==> src/ocie_consts.svh <==
// Constants of the oscillator-controller interrupt-enable block.
// Assumes inclusion by bare name from the package and the top module.
`ifndef OCIE_CONSTS_SVH
`define OCIE_CONSTS_SVH

`define OCIE_DATA_W 32
`define OCIE_ADDR_W 4
`define OCIE_BE_W 4
`define OCIE_LANE_W 8

// Register byte offsets
`define OCIE_OFS_CLR 4'h0
`define OCIE_OFS_SET 4'h4
`define OCIE_OFS_STAT 4'h8
`define OCIE_OFS_MASK 4'hc

// Implemented bits 17:15 and 11:0
`define OCIE_IMPL_MASK 32'h0003_8fff
`define OCIE_ENABLE_RESET 32'h0000_0000
`define OCIE_STATUS_RESET 32'h0000_0000
`define OCIE_MASK_RESET 32'h0003_8fff
`define OCIE_ZERO 32'h0000_0000

// Enable bit positions
`define OCIE_BIT_PLL_LTO 17
`define OCIE_BIT_PLL_LCKF 16
`define OCIE_BIT_PLL_LCKR 15
`define OCIE_BIT_BOD_SRDY 11
`define OCIE_BIT_BOD_DET 10
`define OCIE_BIT_BOD_RDY 9
`define OCIE_BIT_FLL_RCS 8
`define OCIE_BIT_FLL_LCKC 7
`define OCIE_BIT_FLL_LCKF 6
`define OCIE_BIT_FLL_OOB 5
`define OCIE_BIT_FLL_RDY 4
`define OCIE_BIT_RC8M 3
`define OCIE_BIT_RC32K 2
`define OCIE_BIT_XTAL32K 1
`define OCIE_BIT_XTAL 0

`endif

==> src/ocie_pkg.sv <==
// Types of the oscillator-controller interrupt-enable block.
// Assumes ocie_consts.svh is on the include path.
`include "ocie_consts.svh"

package ocie_pkg;

  // Enable / status / mask layout, bit 31 first
  typedef struct packed {
    logic [13:0] rsv_hi;
    logic pll_lock_timeout_ie;
    logic pll_lock_fall_ie;
    logic pll_lock_rise_ie;
    logic [2:0] rsv_mid;
    logic brownout_sync_ready_ie;
    logic brownout_detect_ie;
    logic brownout_ready_ie;
    logic fll_ref_stopped_ie;
    logic fll_coarse_lock_ie;
    logic fll_fine_lock_ie;
    logic fll_out_of_bounds_ie;
    logic fll_ready_ie;
    logic rc8m_ready_ie;
    logic rc32k_ready_ie;
    logic xtal32k_ready_ie;
    logic xtal_main_ready_ie;
  } ocie_ie_t;

  typedef struct packed {
    logic [`OCIE_ADDR_W-1:0] address;
    logic read;
    logic write;
    logic [`OCIE_DATA_W-1:0] writedata;
    logic [`OCIE_BE_W-1:0] byteenable;
  } ocie_avreq_t;

  typedef struct packed {
    ocie_ie_t enable;
    ocie_ie_t status;
    ocie_ie_t mask;
    logic [`OCIE_DATA_W-1:0] rdata;
    logic waitreq;
    logic [`OCIE_DATA_W-1:0] req;
    logic irq;
    logic evt_irq;
  } ocie_state_t;

endpackage

==> src/ocie_top.sv <==
// Interrupt-enable clear/set registers with source gating and interrupt outputs.
// Assumes an Avalon-MM master on CLK and source flags from logic on CLK.
//
// Chosen here: the Avalon-MM slave port.
`timescale 1ns/1ns
`include "ocie_consts.svh"

// Behaviour
// - Byte, halfword and word accesses each complete as one indivisible operation.
// - Every byte lane and halfword is individually writable and readable.
// - Writes to the enable registers are ignored while access protection is active.
// - Writing one to a clear-register bit clears that shared enable.
// - Writing zero through the clear register leaves the enable unchanged.
// - Clear and set registers read back the same shared enable bits.
// - Reserved bits 31:18 and 14:12 are read-only and read as zero.
// - A source requests an interrupt while its enable and flag are both one.
// - PLL enables sit at bits 17 timeout, 16 lock lost, 15 lock gained.
// - Brown-out enables sit at bits 11 sync ready, 10 detect, 9 ready.
// - FLL enables sit at bits 8 ref stopped, 7 coarse, 6 fine, 5 bounds, 4 ready.
// - Oscillator enables sit at bits 3 rc8m, 2 rc32k, 1 xtal32k, 0 main xtal.
// - Writing one to a set-register bit sets that shared enable; zero leaves it.
module ocie_top
  import ocie_pkg::*;
(
  input wire logic CLK,
  input wire logic RST_N,
  input wire logic CE,
  input wire logic [`OCIE_ADDR_W-1:0] AVS_ADDRESS,
  input wire logic AVS_READ,
  input wire logic AVS_WRITE,
  input wire logic [`OCIE_DATA_W-1:0] AVS_WRITEDATA,
  input wire logic [`OCIE_BE_W-1:0] AVS_BYTEENABLE,
  output logic [`OCIE_DATA_W-1:0] AVS_READDATA,
  output logic AVS_WAITREQUEST,
  input wire logic PROT_ACTIVE,
  input wire logic [`OCIE_DATA_W-1:0] SRC_FLAG,
  output logic [`OCIE_DATA_W-1:0] IRQ_REQ,
  output logic IRQ,
  output logic EVT_IRQ
);

  //----------------------------------------------------------------
  // Bus request and byte-lane mask
  //----------------------------------------------------------------
  ocie_avreq_t bus;
  ocie_state_t st;
  ocie_state_t next_st;
  logic [`OCIE_DATA_W-1:0] wmask;
  logic [`OCIE_DATA_W-1:0] wbits;
  logic [`OCIE_DATA_W-1:0] req_now;
  logic [`OCIE_DATA_W-1:0] rd_mux;
  logic done_write;
  logic take_req;

  assign bus = '{address: AVS_ADDRESS, read: AVS_READ, write: AVS_WRITE,
                 writedata: AVS_WRITEDATA, byteenable: AVS_BYTEENABLE};

  genvar lane;
  generate
    for (lane = 0; lane < `OCIE_BE_W; lane++) begin : g_lane
      assign wmask[`OCIE_LANE_W*lane +: `OCIE_LANE_W] = {`OCIE_LANE_W{bus.byteenable[lane]}};
    end
  endgenerate

  // Only implemented bits of enabled lanes can change
  assign wbits = bus.writedata & wmask & `OCIE_IMPL_MASK;
  assign req_now = st.enable & SRC_FLAG & `OCIE_IMPL_MASK;
  // Write takes effect at the edge where waitrequest is seen low
  assign done_write = CE && !st.waitreq && bus.write;
  assign take_req = CE && st.waitreq && (bus.read || bus.write);

  //----------------------------------------------------------------
  // Read mux
  //----------------------------------------------------------------
  always_comb begin
    unique case (bus.address)
      `OCIE_OFS_CLR: rd_mux = st.enable;
      `OCIE_OFS_SET: rd_mux = st.enable;
      `OCIE_OFS_STAT: rd_mux = st.status;
      `OCIE_OFS_MASK: rd_mux = st.mask;
      default: rd_mux = `OCIE_ZERO;
    endcase
  end

  //----------------------------------------------------------------
  // Next state
  //----------------------------------------------------------------
  always_comb begin
    next_st = st;
    if (CE) begin
      next_st.waitreq = 1'b1;
      if (take_req) begin
        next_st.waitreq = 1'b0;
        if (bus.read) begin
          next_st.rdata = rd_mux & `OCIE_IMPL_MASK;
        end
      end
      next_st.status = st.status | req_now;
      if (done_write) begin
        unique case (bus.address)
          `OCIE_OFS_CLR: begin
            if (!PROT_ACTIVE) begin
              next_st.enable = st.enable & ~wbits;
            end
          end
          `OCIE_OFS_SET: begin
            if (!PROT_ACTIVE) begin
              next_st.enable = st.enable | wbits;
            end
          end
          `OCIE_OFS_STAT: begin
            // New event wins over a clear in the same cycle
            next_st.status = (st.status & ~wbits) | req_now;
          end
          `OCIE_OFS_MASK: begin
            next_st.mask = (st.mask & ~(wmask & `OCIE_IMPL_MASK)) | wbits;
          end
          default: begin
            next_st.mask = st.mask;
          end
        endcase
      end
      next_st.req = req_now;
      next_st.irq = |req_now;
      next_st.evt_irq = |(next_st.status & next_st.mask);
    end
  end

  //----------------------------------------------------------------
  // State register
  //----------------------------------------------------------------
  always_ff @(posedge CLK) begin
    if (!RST_N) begin
      st.enable <= `OCIE_ENABLE_RESET;
      st.status <= `OCIE_STATUS_RESET;
      st.mask <= `OCIE_MASK_RESET;
      st.rdata <= `OCIE_ZERO;
      st.waitreq <= 1'b1;
      st.req <= `OCIE_ZERO;
      st.irq <= 1'b0;
      st.evt_irq <= 1'b0;
    end else begin
      st <= next_st;
    end
  end

  assign AVS_READDATA = st.rdata;
  assign AVS_WAITREQUEST = st.waitreq;
  assign IRQ_REQ = st.req;
  assign IRQ = st.irq;
  assign EVT_IRQ = st.evt_irq;
endmodule

==> config.mk <==
export PLATFORM = sky130hd
export DESIGN_NAME = ocie_top
export DESIGN_NICKNAME = d
export VERILOG_FILES = /design/src/ocie_pkg.sv /design/src/ocie_top.sv
export VERILOG_INCLUDE_DIRS = /design/src
export SDC_FILE = /design/constraint.sdc
export NUM_CORES = 1
export LEC_CHECK = 0
export ABC_AREA = 1
export BUFFER_PORTS_ARGS = -buffer_cell sky130_fd_sc_hd__clkbuf_2
export CAP_MARGIN = 10
export CELL_PAD_IN_SITES_DETAIL_PLACEMENT = 0
export CELL_PAD_IN_SITES_GLOBAL_PLACEMENT = 2
export CORE_MARGIN = 2
export CORE_UTILIZATION = 28
export CTS_CLUSTER_SIZE = 25
export DETAILED_ROUTE_END_ITERATION = 6
export PLACE_DENSITY_LB_ADDON = 0.3
export SKIP_LAST_GASP = 1
export SLEW_MARGIN = 20
export SYNTH_ARGS = -nofsm -noshare
export SYNTH_HDL_FRONTEND = slang
export SYNTH_SLANG_ARGS = --single-unit
==> constraint.sdc <==
create_clock -name CLK -period 3 [get_ports CLK]
set_clock_uncertainty 0.2 [all_clocks]
set_input_delay 0.45 -clock CLK [delete_from_list [all_inputs] [get_ports CLK]]
set_output_delay 0.45 -clock CLK [all_outputs]
set_load 0.05 [all_outputs]
Word level (Yosys, flattened, before mapping)
Cells that the tools add are included.
- mux-type cells: 9
- bitwise logic cells: 12
- eq/ne operators: 7
- reduce and logical (&&, ||, !) cells: 12
- operators with widths (cell ; number):
    $mux 96 ; 2
    $and 32x32->32 ; 4
    $mux 32 ; 4
    $or 32x18->32 ; 4
    $not 18->32 ; 2
    $pmux 32 s2 ; 1
    $pmux 18 s3 ; 1
    $and 18x18->18 ; 2
    $reduce_or 32->1 ; 1
    $reduce_or 15->1 ; 1
    $eq 4x4->1 const B ; 2
    $ne 3x3->1 const B ; 2
    $reduce_and 5->1 ; 1
    $eq 4x3->1 const B ; 1
    $logic_and 1x1->1 ; 4
    $logic_not 4->1 ; 1
    $ne 3x1->1 const B ; 1
    $reduce_and 3->1 ; 1
    $ne 2x1->1 const B ; 1
    $reduce_or 2->1 ; 1
    $logic_not 1->1 ; 1
    $logic_or 1x1->1 ; 1
    $mux 1 ; 1
- output and inout bits: 67
- flip-flop bits (word level): 129
- word-level logic and storage cells: 96
- input port bits: 78

Longest topological paths before layout
Gate-level depths: netlist of the first run.
- depth after elaboration: 9
- depth in mapped cells: 13
- gate-level depth less buffers: 12

Least setup slack after synthesis of the first run
Ideal clock, no wire load.
- kind: reg-to-reg
- start: register st (netlist bit AVS_WAITREQUEST)
- end: register st (netlist bit AVS_READDATA[10])
- cell stages (with the launch flop): 6
- arrival: 1629 ps
- setup slack: 1100 ps
- buffers on the path: 1
- required time: 2730 ps
- period minus slack after synthesis: 1900 ps
- setup time: 70 ps
- cells stage by stage: dfxtp_1 > nand3_1 > inv_1 > buf_2 > nand2_1 > a21oi_1
- word-level cells in the longest chain between the ends: 3
- ends and longest elaborated chain (what ; RTL line ; RTL):
    from (decl) ; ocie_top.sv:46 ; ocie_state_t st;
    from (signal assigned) ; ocie_top.sv:143 ; st <= next_st;
    $logic_and 1x1->1 (2 in a row) ; ocie_top.sv:70 ; assign take_req = CE && st.waitreq && (bus.read || bus.write);
    $reduce_and 3->1 (no line) ; n/a ;
Every way passes these cells.
A chain may end at the register's enable or synchronous reset.

Final worst setup path of the first run
- start: register st (netlist bit AVS_WAITREQUEST)
- end: register st (netlist bit EVT_IRQ)
- word-level cells in the longest chain between the ends: 7
- ends and longest elaborated chain (what ; RTL line ; RTL):
    $logic_not 1->1 ; ocie_top.sv:69 ; assign done_write = CE && !st.waitreq && bus.write;
    $logic_and 1x1->1 (2 in a row) ; ocie_top.sv:69 ;
    $mux 96 ; ocie_top.sv:99 ; if (done_write) begin
    $mux 96 ; ocie_top.sv:90 ; if (CE) begin
    $and 32x32->32 ; ocie_top.sv:125 ; next_st.evt_irq = |(next_st.status & next_st.mask);
    $reduce_or 32->1 ; ocie_top.sv:125 ;
Every way passes these cells. The select of a mux whose other input is x is not followed.

==> impl_metrics.json, run 1 <==
{
  "hold_depth": 3,
  "routed_wl_mm": 13.13,
  "firstDrtPassIters": 5,
  "path_class": "flop to flop",
  "worstPathRequired_ns": 3.02,
  "num_vias": 3997,
  "cts_resized": 0,
  "hold_slack_ns": 0.2300,
  "synth_adder_area_share_pct": 0,
  "drive_above_1_share_pct": 16.67,
  "setup_tns_ns": 0,
  "grtUsageTotal_pct": 16.53,
  "drc": 0,
  "syn_area_per_cell_um2": 6.741,
  "synth-simple-area-share_pct": 33.16,
  "slew_headroom_pct": 53.70,
  "grt_antenna_before_repair": 0,
  "cts_num_sinks": 78,
  "synth_cells": 624,
  "maxCapViolations": 0,
  "yosys.area.top_type": "dfxtp_1",
  "worst_pin_slew_ns": 0.6937,
  "synthFlopType": "dfxtp_1",
  "grt_pass1_vias": 3897,
  "p_leak_uw": 0.002230,
  "finalCritPeriodShare_pct": 68.02,
  "synth-seq-cells": 78,
  "rows": 44,
  "portBuffers": 75,
  "async_flop_share_pct": 0,
  "synth-edff-count": 0,
  "htreeDepth": 3,
  "worstPathArrival_ns": 2.06,
  "grt_pass1_wl_mm": 20.39,
  "slew_violations": 0,
  "synth_xor_area_share_pct": 0,
  "synth_top_family_by_area": "simple AND/OR/NAND/NOR gates",
  "area_growth_pct": 11.75,
  "clk_pin_slew_worst_paths_ns": 0.06,
  "yosysSeqAreaShare_pct": 37.12,
  "worstPathMaxFanout": 21,
  "synth_most_common_cell": "nand2_1",
  "fp.dieArea_mm2": 0.01602,
  "nNetsFinal": 740,
  "grt_max_degree": 37,
  "power.density_mw_per_mm2": 520.6,
  "core_area_mm2": 0.01459,
  "hpwl_mm": 9.571,
  "min_period_ns": 2.041,
  "critPathLaunch": "AVS_WAITREQUEST$_SDFFE_PN1P_",
  "die_w_um": 126.6,
  "r2r_slack_ns": 0.96,
  "ant_nets": 0,
  "cts_tree": "yes",
  "die_h_um": 126.6,
  "synth_compound_area_share_pct": 11.30,
  "final-hold-violation-count": 0,
  "cts_made_buffers": 9,
  "hp-class": "primary input to flop",
  "ctsLongestPathBuffers": 2,
  "start_util_pct": 28.83,
  "synth_warnings": 0,
  "finalSetupViolCount": 0,
  "cts_root_buf": "clkbuf_16",
  "min_from": "SRC_FLAG[0]",
  "diodes": 0,
  "synthesis.area_mm2": 0.004207,
  "yosysUniqueCellTypes": 26,
  "gp_congestion": 0.8181,
  "status": "finished clean",
  "max_freq_mhz": 490.1,
  "r2r_end": "EVT_IRQ$_SDFFE_PN0P_",
  "yosys-top-cells-count": "228 x nand2_1, 78 x dfxtp_1, 67 x buf_4",
  "ir_worst_vdd_v": 0.0002568,
  "post_cts_buffers": 0,
  "drt_iter0_drc": 245,
  "end_kind": "flop",
  "r2r_start": "AVS_WAITREQUEST$_SDFFE_PN1P_",
  "rr_worst_depth": 11,
  "synth_top_cell_area_share_pct": 37.12,
  "wire_per_inst_um": 15.44,
  "via_per_inst": 4.702,
  "synthMuxAreaShare_pct": 0,
  "hold_buffers": 0,
  "synth.area.top_cells": "dfxtp_1 37%, nand2_1 20%, buf_4 12%, a21oi_1 5.2%, nand3_1 4.6%",
  "ios": 145,
  "min_to": "IRQ_REQ[0]$_SDFFE_PN0P_",
  "cp-start-kind": "flop",
  "overflow": 0,
  "grt_setup_unrepaired": "no",
  "final_core_util_pct": 32.22,
  "clock_latency_ns": 0.33
}
-- final cells by class --
type,instances,area [um2]
sequential,78,1562
clock inverter,5,60.06
timing repair buffer,88,473.0
inverter,37,138.9
tap,184,230.2
clock buffer,10,239.0
multi-input combinational,448,1998
fill,1600,9888
-- stage by stage --
stage	instance area (um2)	total power, uW	cells	setup WS, ns
after floorplan	4330	1323	657	1.100
after global routing	4701	2544	850	0.7573
final	4701	2447	850	0.9594
after CTS	4701	2484	850	0.9393
after detailed placement	4402	1366	835	0.7263
after global placement	4402	1366	835	0.7153
-- sequential cells by signal, summed over array words and instances, names as in the netlist --
name             flops
st                  45
AVS_READDATA        15
IRQ_REQ             15
AVS_WAITREQUEST      1
EVT_IRQ              1
IRQ                  1
-- worst max-delay path: stages (launching register included) --
cell,delay [ns]
dfxtp_1,0.40
nor2_8,0.36
buf_4,0.24
nand3_1,0.09
nand2_1,0.10
nand2_1,0.10
nand2_1,0.10
nand2_1,0.05
nor2_1,0.08
nand2_1,0.06
nor2_1,0.11
nor2_1,0.04
-- worst max-delay path by stage --
stage / end / slack, ns / cells after the start
floorplan: AVS_READDATA[10]$_SDFFE_PN0P_ / 1.10 / 5
global placement: EVT_IRQ$_SDFFE_PN0P_ / 0.72 / 14
detailed placement: EVT_IRQ$_SDFFE_PN0P_ / 0.73 / 13
CTS: EVT_IRQ$_SDFFE_PN0P_ / 0.94 / 11
global route: EVT_IRQ$_SDFFE_PN0P_ / 0.76 / 11
finish: EVT_IRQ$_SDFFE_PN0P_ / 0.96 / 11
-- where the power goes --
| part | internal, uW | switching (uW) |
|---|---|---|
| clock network | 664 | 442 |
| logic | 55.0 | 233 |
| registers | 1050 | 6.99 |
-- logic make-up (layout without fill, tap and decap cells) --
family | count (synthesis) | after routing
simple gates | 327 | 327
buf+inv | 131 | 140
compound gates | 87 | 87
flops | 78 | 78
other cells | 1 | 34
-- cells in the final DEF (no fill, tap or decap), types with 2 or more instances in the layout --
cell / netlist / final
a21oi_1: 44 / 44
a221oi_1: 3 / 3
a31oi_1: 12 / 12
buf_4: 67 / 13
clkbuf_16: 0 / 9
clkbuf_2: 0 / 75
clkinv_4: 0 / 2
conb_1: 1 / 34
dfxtp_1: 78 / 78
inv_1: 35 / 35
nand2_1: 228 / 228
nand2_2: 2 / 2
nand3_1: 39 / 39
nand3_2: 2 / 2
nand3b_1: 6 / 6
nand4_1: 16 / 16
nor2_1: 28 / 28
nor2_4: 2 / 2
nor4_1: 3 / 3
o211ai_1: 4 / 4
o21ai_0: 23 / 23
-- routing by layer --
layer	up-vias	share of wire, %	GRT usage, %
met1	1863	42	19.49
met2	110	50	29.16
met4	0	2.7	6.529
met3	21	4.9	3.585
met5	-	0	0
li1	2003	-	-
(Power assumes the default switching activity.)
==> run 2, diff against run 1 <==
--- a/config.mk
+++ b/config.mk
@@ -6,13 +6,13 @@
 export SDC_FILE = /design/constraint.sdc
 export NUM_CORES = 1
 export LEC_CHECK = 0
-export ABC_AREA = 1
+export ABC_AREA = 0
 export BUFFER_PORTS_ARGS = -buffer_cell sky130_fd_sc_hd__clkbuf_2
 export CAP_MARGIN = 10
 export CELL_PAD_IN_SITES_DETAIL_PLACEMENT = 0
 export CELL_PAD_IN_SITES_GLOBAL_PLACEMENT = 2
 export CORE_MARGIN = 2
-export CORE_UTILIZATION = 28
+export CORE_UTILIZATION = 25
 export CTS_CLUSTER_SIZE = 25
 export DETAILED_ROUTE_END_ITERATION = 6
 export PLACE_DENSITY_LB_ADDON = 0.3
==> constraint.sdc (replaced) <==
create_clock -name CLK -period 1.8 [get_ports CLK]
set_clock_uncertainty 0.2 [all_clocks]
set_input_delay 0.27 -clock CLK [delete_from_list [all_inputs] [get_ports CLK]]
set_output_delay 0.27 -clock CLK [all_outputs]
set_load 0.05 [all_outputs]
==> run 2 against run 1 <==
Compared with the run above:
- the flow now finishes with violations (setup timing)
- worst hold slack got worse by 0.20 ns
- clock power grew 66%
- utilization rose by 1.4 points
- clock-buffer cell count down 1
- non-clock buffer count rose by 63
- final area is 8.3% higher
==> impl_metrics.json, run 2 <==
{
  "status": "finished with violations",
  "violations": "setup timing",
  "die_w_um": 128.4,
  "grt_antenna_before_repair": 0,
  "power.density_mw_per_mm2": 801.6,
  "final-hold-violation-count": 0,
  "slew_headroom_pct": 63.29,
  "drc": 0,
  "ant_nets": 0,
  "maxCapViolations": 0,
  "yosysUniqueCellTypes": 47,
  "grt_max_degree": 26,
  "gp_congestion": 0.8761,
  "synth_cells": 466,
  "ir_worst_vdd_v": 0.0004291,
  "synthFlopType": "dfxtp_1",
  "async_flop_share_pct": 0,
  "yosys-top-cells-count": "78 x dfxtp_1, 65 x buf_4, 59 x a21oi_1, 59 x nand2_1, 42 x nor2_1",
  "firstDrtPassIters": 7,
  "r2r_end": "EVT_IRQ$_SDFFE_PN0P_",
  "synth.area.top_cells": "dfxtp_1 40%, buf_4 13%, a21oi_1 7.6%, nand2_1 5.7%, nor2_1 4.1%",
  "synth_compound_area_share_pct": 22.47,
  "wire_per_inst_um": 17.91,
  "synth_adder_area_share_pct": 0,
  "start_util_pct": 25.55,
  "hold_slack_ns": 0.03257,
  "ctsLongestPathBuffers": 2,
  "p_leak_uw": 0.002089,
  "final_cell_mix": "77 x dfxtp_1, 75 x clkbuf_2, 64 x buf_4",
  "syn_area_per_cell_um2": 8.305,
  "routed_wl_mm": 13.72,
  "fin_cells": 766,
  "end_kind": "flop",
  "setup_ws_ns": -0.4069,
  "worstPathRequired_ns": 1.82,
  "synthMuxAreaShare_pct": 3.459,
  "hpwl_mm": 9.985,
  "rows": 45,
  "synth_top_cell_area_share_pct": 40.35,
  "synth_xor_area_share_pct": 0,
  "grtUsageTotal_pct": 16.68,
  "core_area_mm2": 0.01515,
  "grt_setup_unrepaired": "yes",
  "synth-seq-cells": 78,
  "clock_latency_ns": 0.34,
  "portBuffers": 75,
  "dpl-instance-area_mm2": 0.004554,
  "fp.dieArea_mm2": 0.01649,
  "drive_above_1_share_pct": 35.64,
  "cp-start-kind": "flop",
  "overflow": 0,
  "die_h_um": 128.4,
  "postLayoutCellArea_mm2": 0.005089,
  "largest_reg_flops": 45,
  "cts_made_buffers": 9,
  "synth_top_family_by_area": "compound AO/OA/AOI/OAI gates",
  "worstPathArrival_ns": 2.23,
  "min_to": "st[133]$_SDFFE_PN0P_",
  "cts_num_sinks": 78,
  "clk_pin_slew_worst_paths_ns": 0.06,
  "cts_tree": "yes",
  "ios": 145,
  "path_class": "flop to flop",
  "hold_depth": 3,
  "htreeDepth": 3,
  "numPlacedInstances": 739,
  "area_growth_pct": 31.49,
  "nNetsFinal": 651,
  "diodes": 0,
  "max_freq_mhz": 453.1,
  "synth_warnings": 0,
  "r2r_slack_ns": -0.41,
  "worstPathMaxFanout": 4,
  "num_vias": 3766,
  "final_common_cell": "dfxtp_1",
  "via_per_inst": 4.916,
  "yosys.area.top_type": "dfxtp_1",
  "grt_pass1_vias": 3597,
  "synth-simple-area-share_pct": 17.78,
  "synth_most_common_cell": "dfxtp_1",
  "finalSetupViolCount": 19,
  "power_uw": 4079,
  "min_period_ns": 2.207,
  "synthesis.area_mm2": 0.003870,
  "drt_iter0_drc": 453,
  "synth-edff-count": 0,
  "hp-class": "primary input to flop",
  "largest-register": "st",
  "worst_pin_slew_ns": 0.5507,
  "cts_root_buf": "clkbuf_16",
  "finalCritPeriodShare_pct": 122.6,
  "min_from": "AVS_WRITEDATA[2]",
  "r2r_start": "AVS_WAITREQUEST$_SDFFE_PN1P_",
  "rr_worst_depth": 7,
  "yosysSeqAreaShare_pct": 40.35,
  "grt_pass1_wl_mm": 20.79,
  "setup_tns_ns": -1.538,
  "slew_violations": 0,
  "fillers": 1584
}
[run 2: routing by layer]
metal	vias up	track usage (%)	part of all wire [%]
li1	1796	-	-
met5	-	0	0
met3	21	3.243	7.0
met4	0	4.848	1.9
met1	1782	22.35	45
met2	167	27.32	46
[run 2: worst max-delay path by stage]
stage | to | cells after the start | from | slack, ns
floorplan | EVT_IRQ$_SDFFE_PN0P_ | 7 | AVS_WAITREQUEST$_SDFFE_PN1P_ | -0.41
global placement | EVT_IRQ$_SDFFE_PN0P_ | 7 | AVS_ADDRESS[1] | -0.63
detailed placement | EVT_IRQ$_SDFFE_PN0P_ | 7 | AVS_ADDRESS[1] | -0.66
CTS | EVT_IRQ$_SDFFE_PN0P_ | 7 | AVS_WAITREQUEST$_SDFFE_PN1P_ | -0.38
global route | EVT_IRQ$_SDFFE_PN0P_ | 7 | AVS_WAITREQUEST$_SDFFE_PN1P_ | -0.48
finish | EVT_IRQ$_SDFFE_PN0P_ | 7 | AVS_WAITREQUEST$_SDFFE_PN1P_ | -0.41
[run 2: final cells by class]
type                            instances  area [um2]  area share [%]
Clock inverter                          7       63.81           1.254
Tap cell                              188       235.2           4.623
Inverter                                6       22.52          0.4426
Timing Repair Buffer                  151        1025           20.14
Clock buffer                            9       225.2           4.426
Sequential cell                        78        1565           30.76
Multi-Input combinational cell        327        1952           38.36
[run 2: critical path, cell delays in order (launching register included)]
cell,delay [ns]
dfxtp_4,0.36
buf_6,0.11
nand4b_1,0.29
o31ai_2,0.38
a221oi_2,0.11
a221o_1,0.30
a221oi_2,0.22
a31oi_1,0.12
[run 2: repair_timing]
item	in CTS	in global routing
endpoints found under the hold margin	3	0
setup buffers	6	3
hold buffers	3	0
endpoints found under the setup margin	19	25
resized for setup	27	10
pin swaps	15	10
gates cloned	2	0
[run 2: cells by family after synthesis]
family / count (synthesis)
buffers and inverters: 95
other: 1
AOI/OAI and AO/OA: 136
DFF: 78
muxes: 13
and+or+nand+nor: 143
[run 2: metrics by stage]
step	worst slack (ns)	utilization [%]
after detailed placement	-0.6619	30.07
after CTS	-0.3848	33.37
after global routing	-0.4803	33.60
after global placement	-0.6260	30.07
after floorplan	-0.4099	-
final	-0.4069	33.60
[run 2: power by group]
| group | switching (uW) | internal, uW |
|---|---|---|
| Combinational | 366 | 133 |
| Clock | 779 | 1070 |
| Sequential | 4.66 | 1730 |
| Total | 1150 | 2930 |
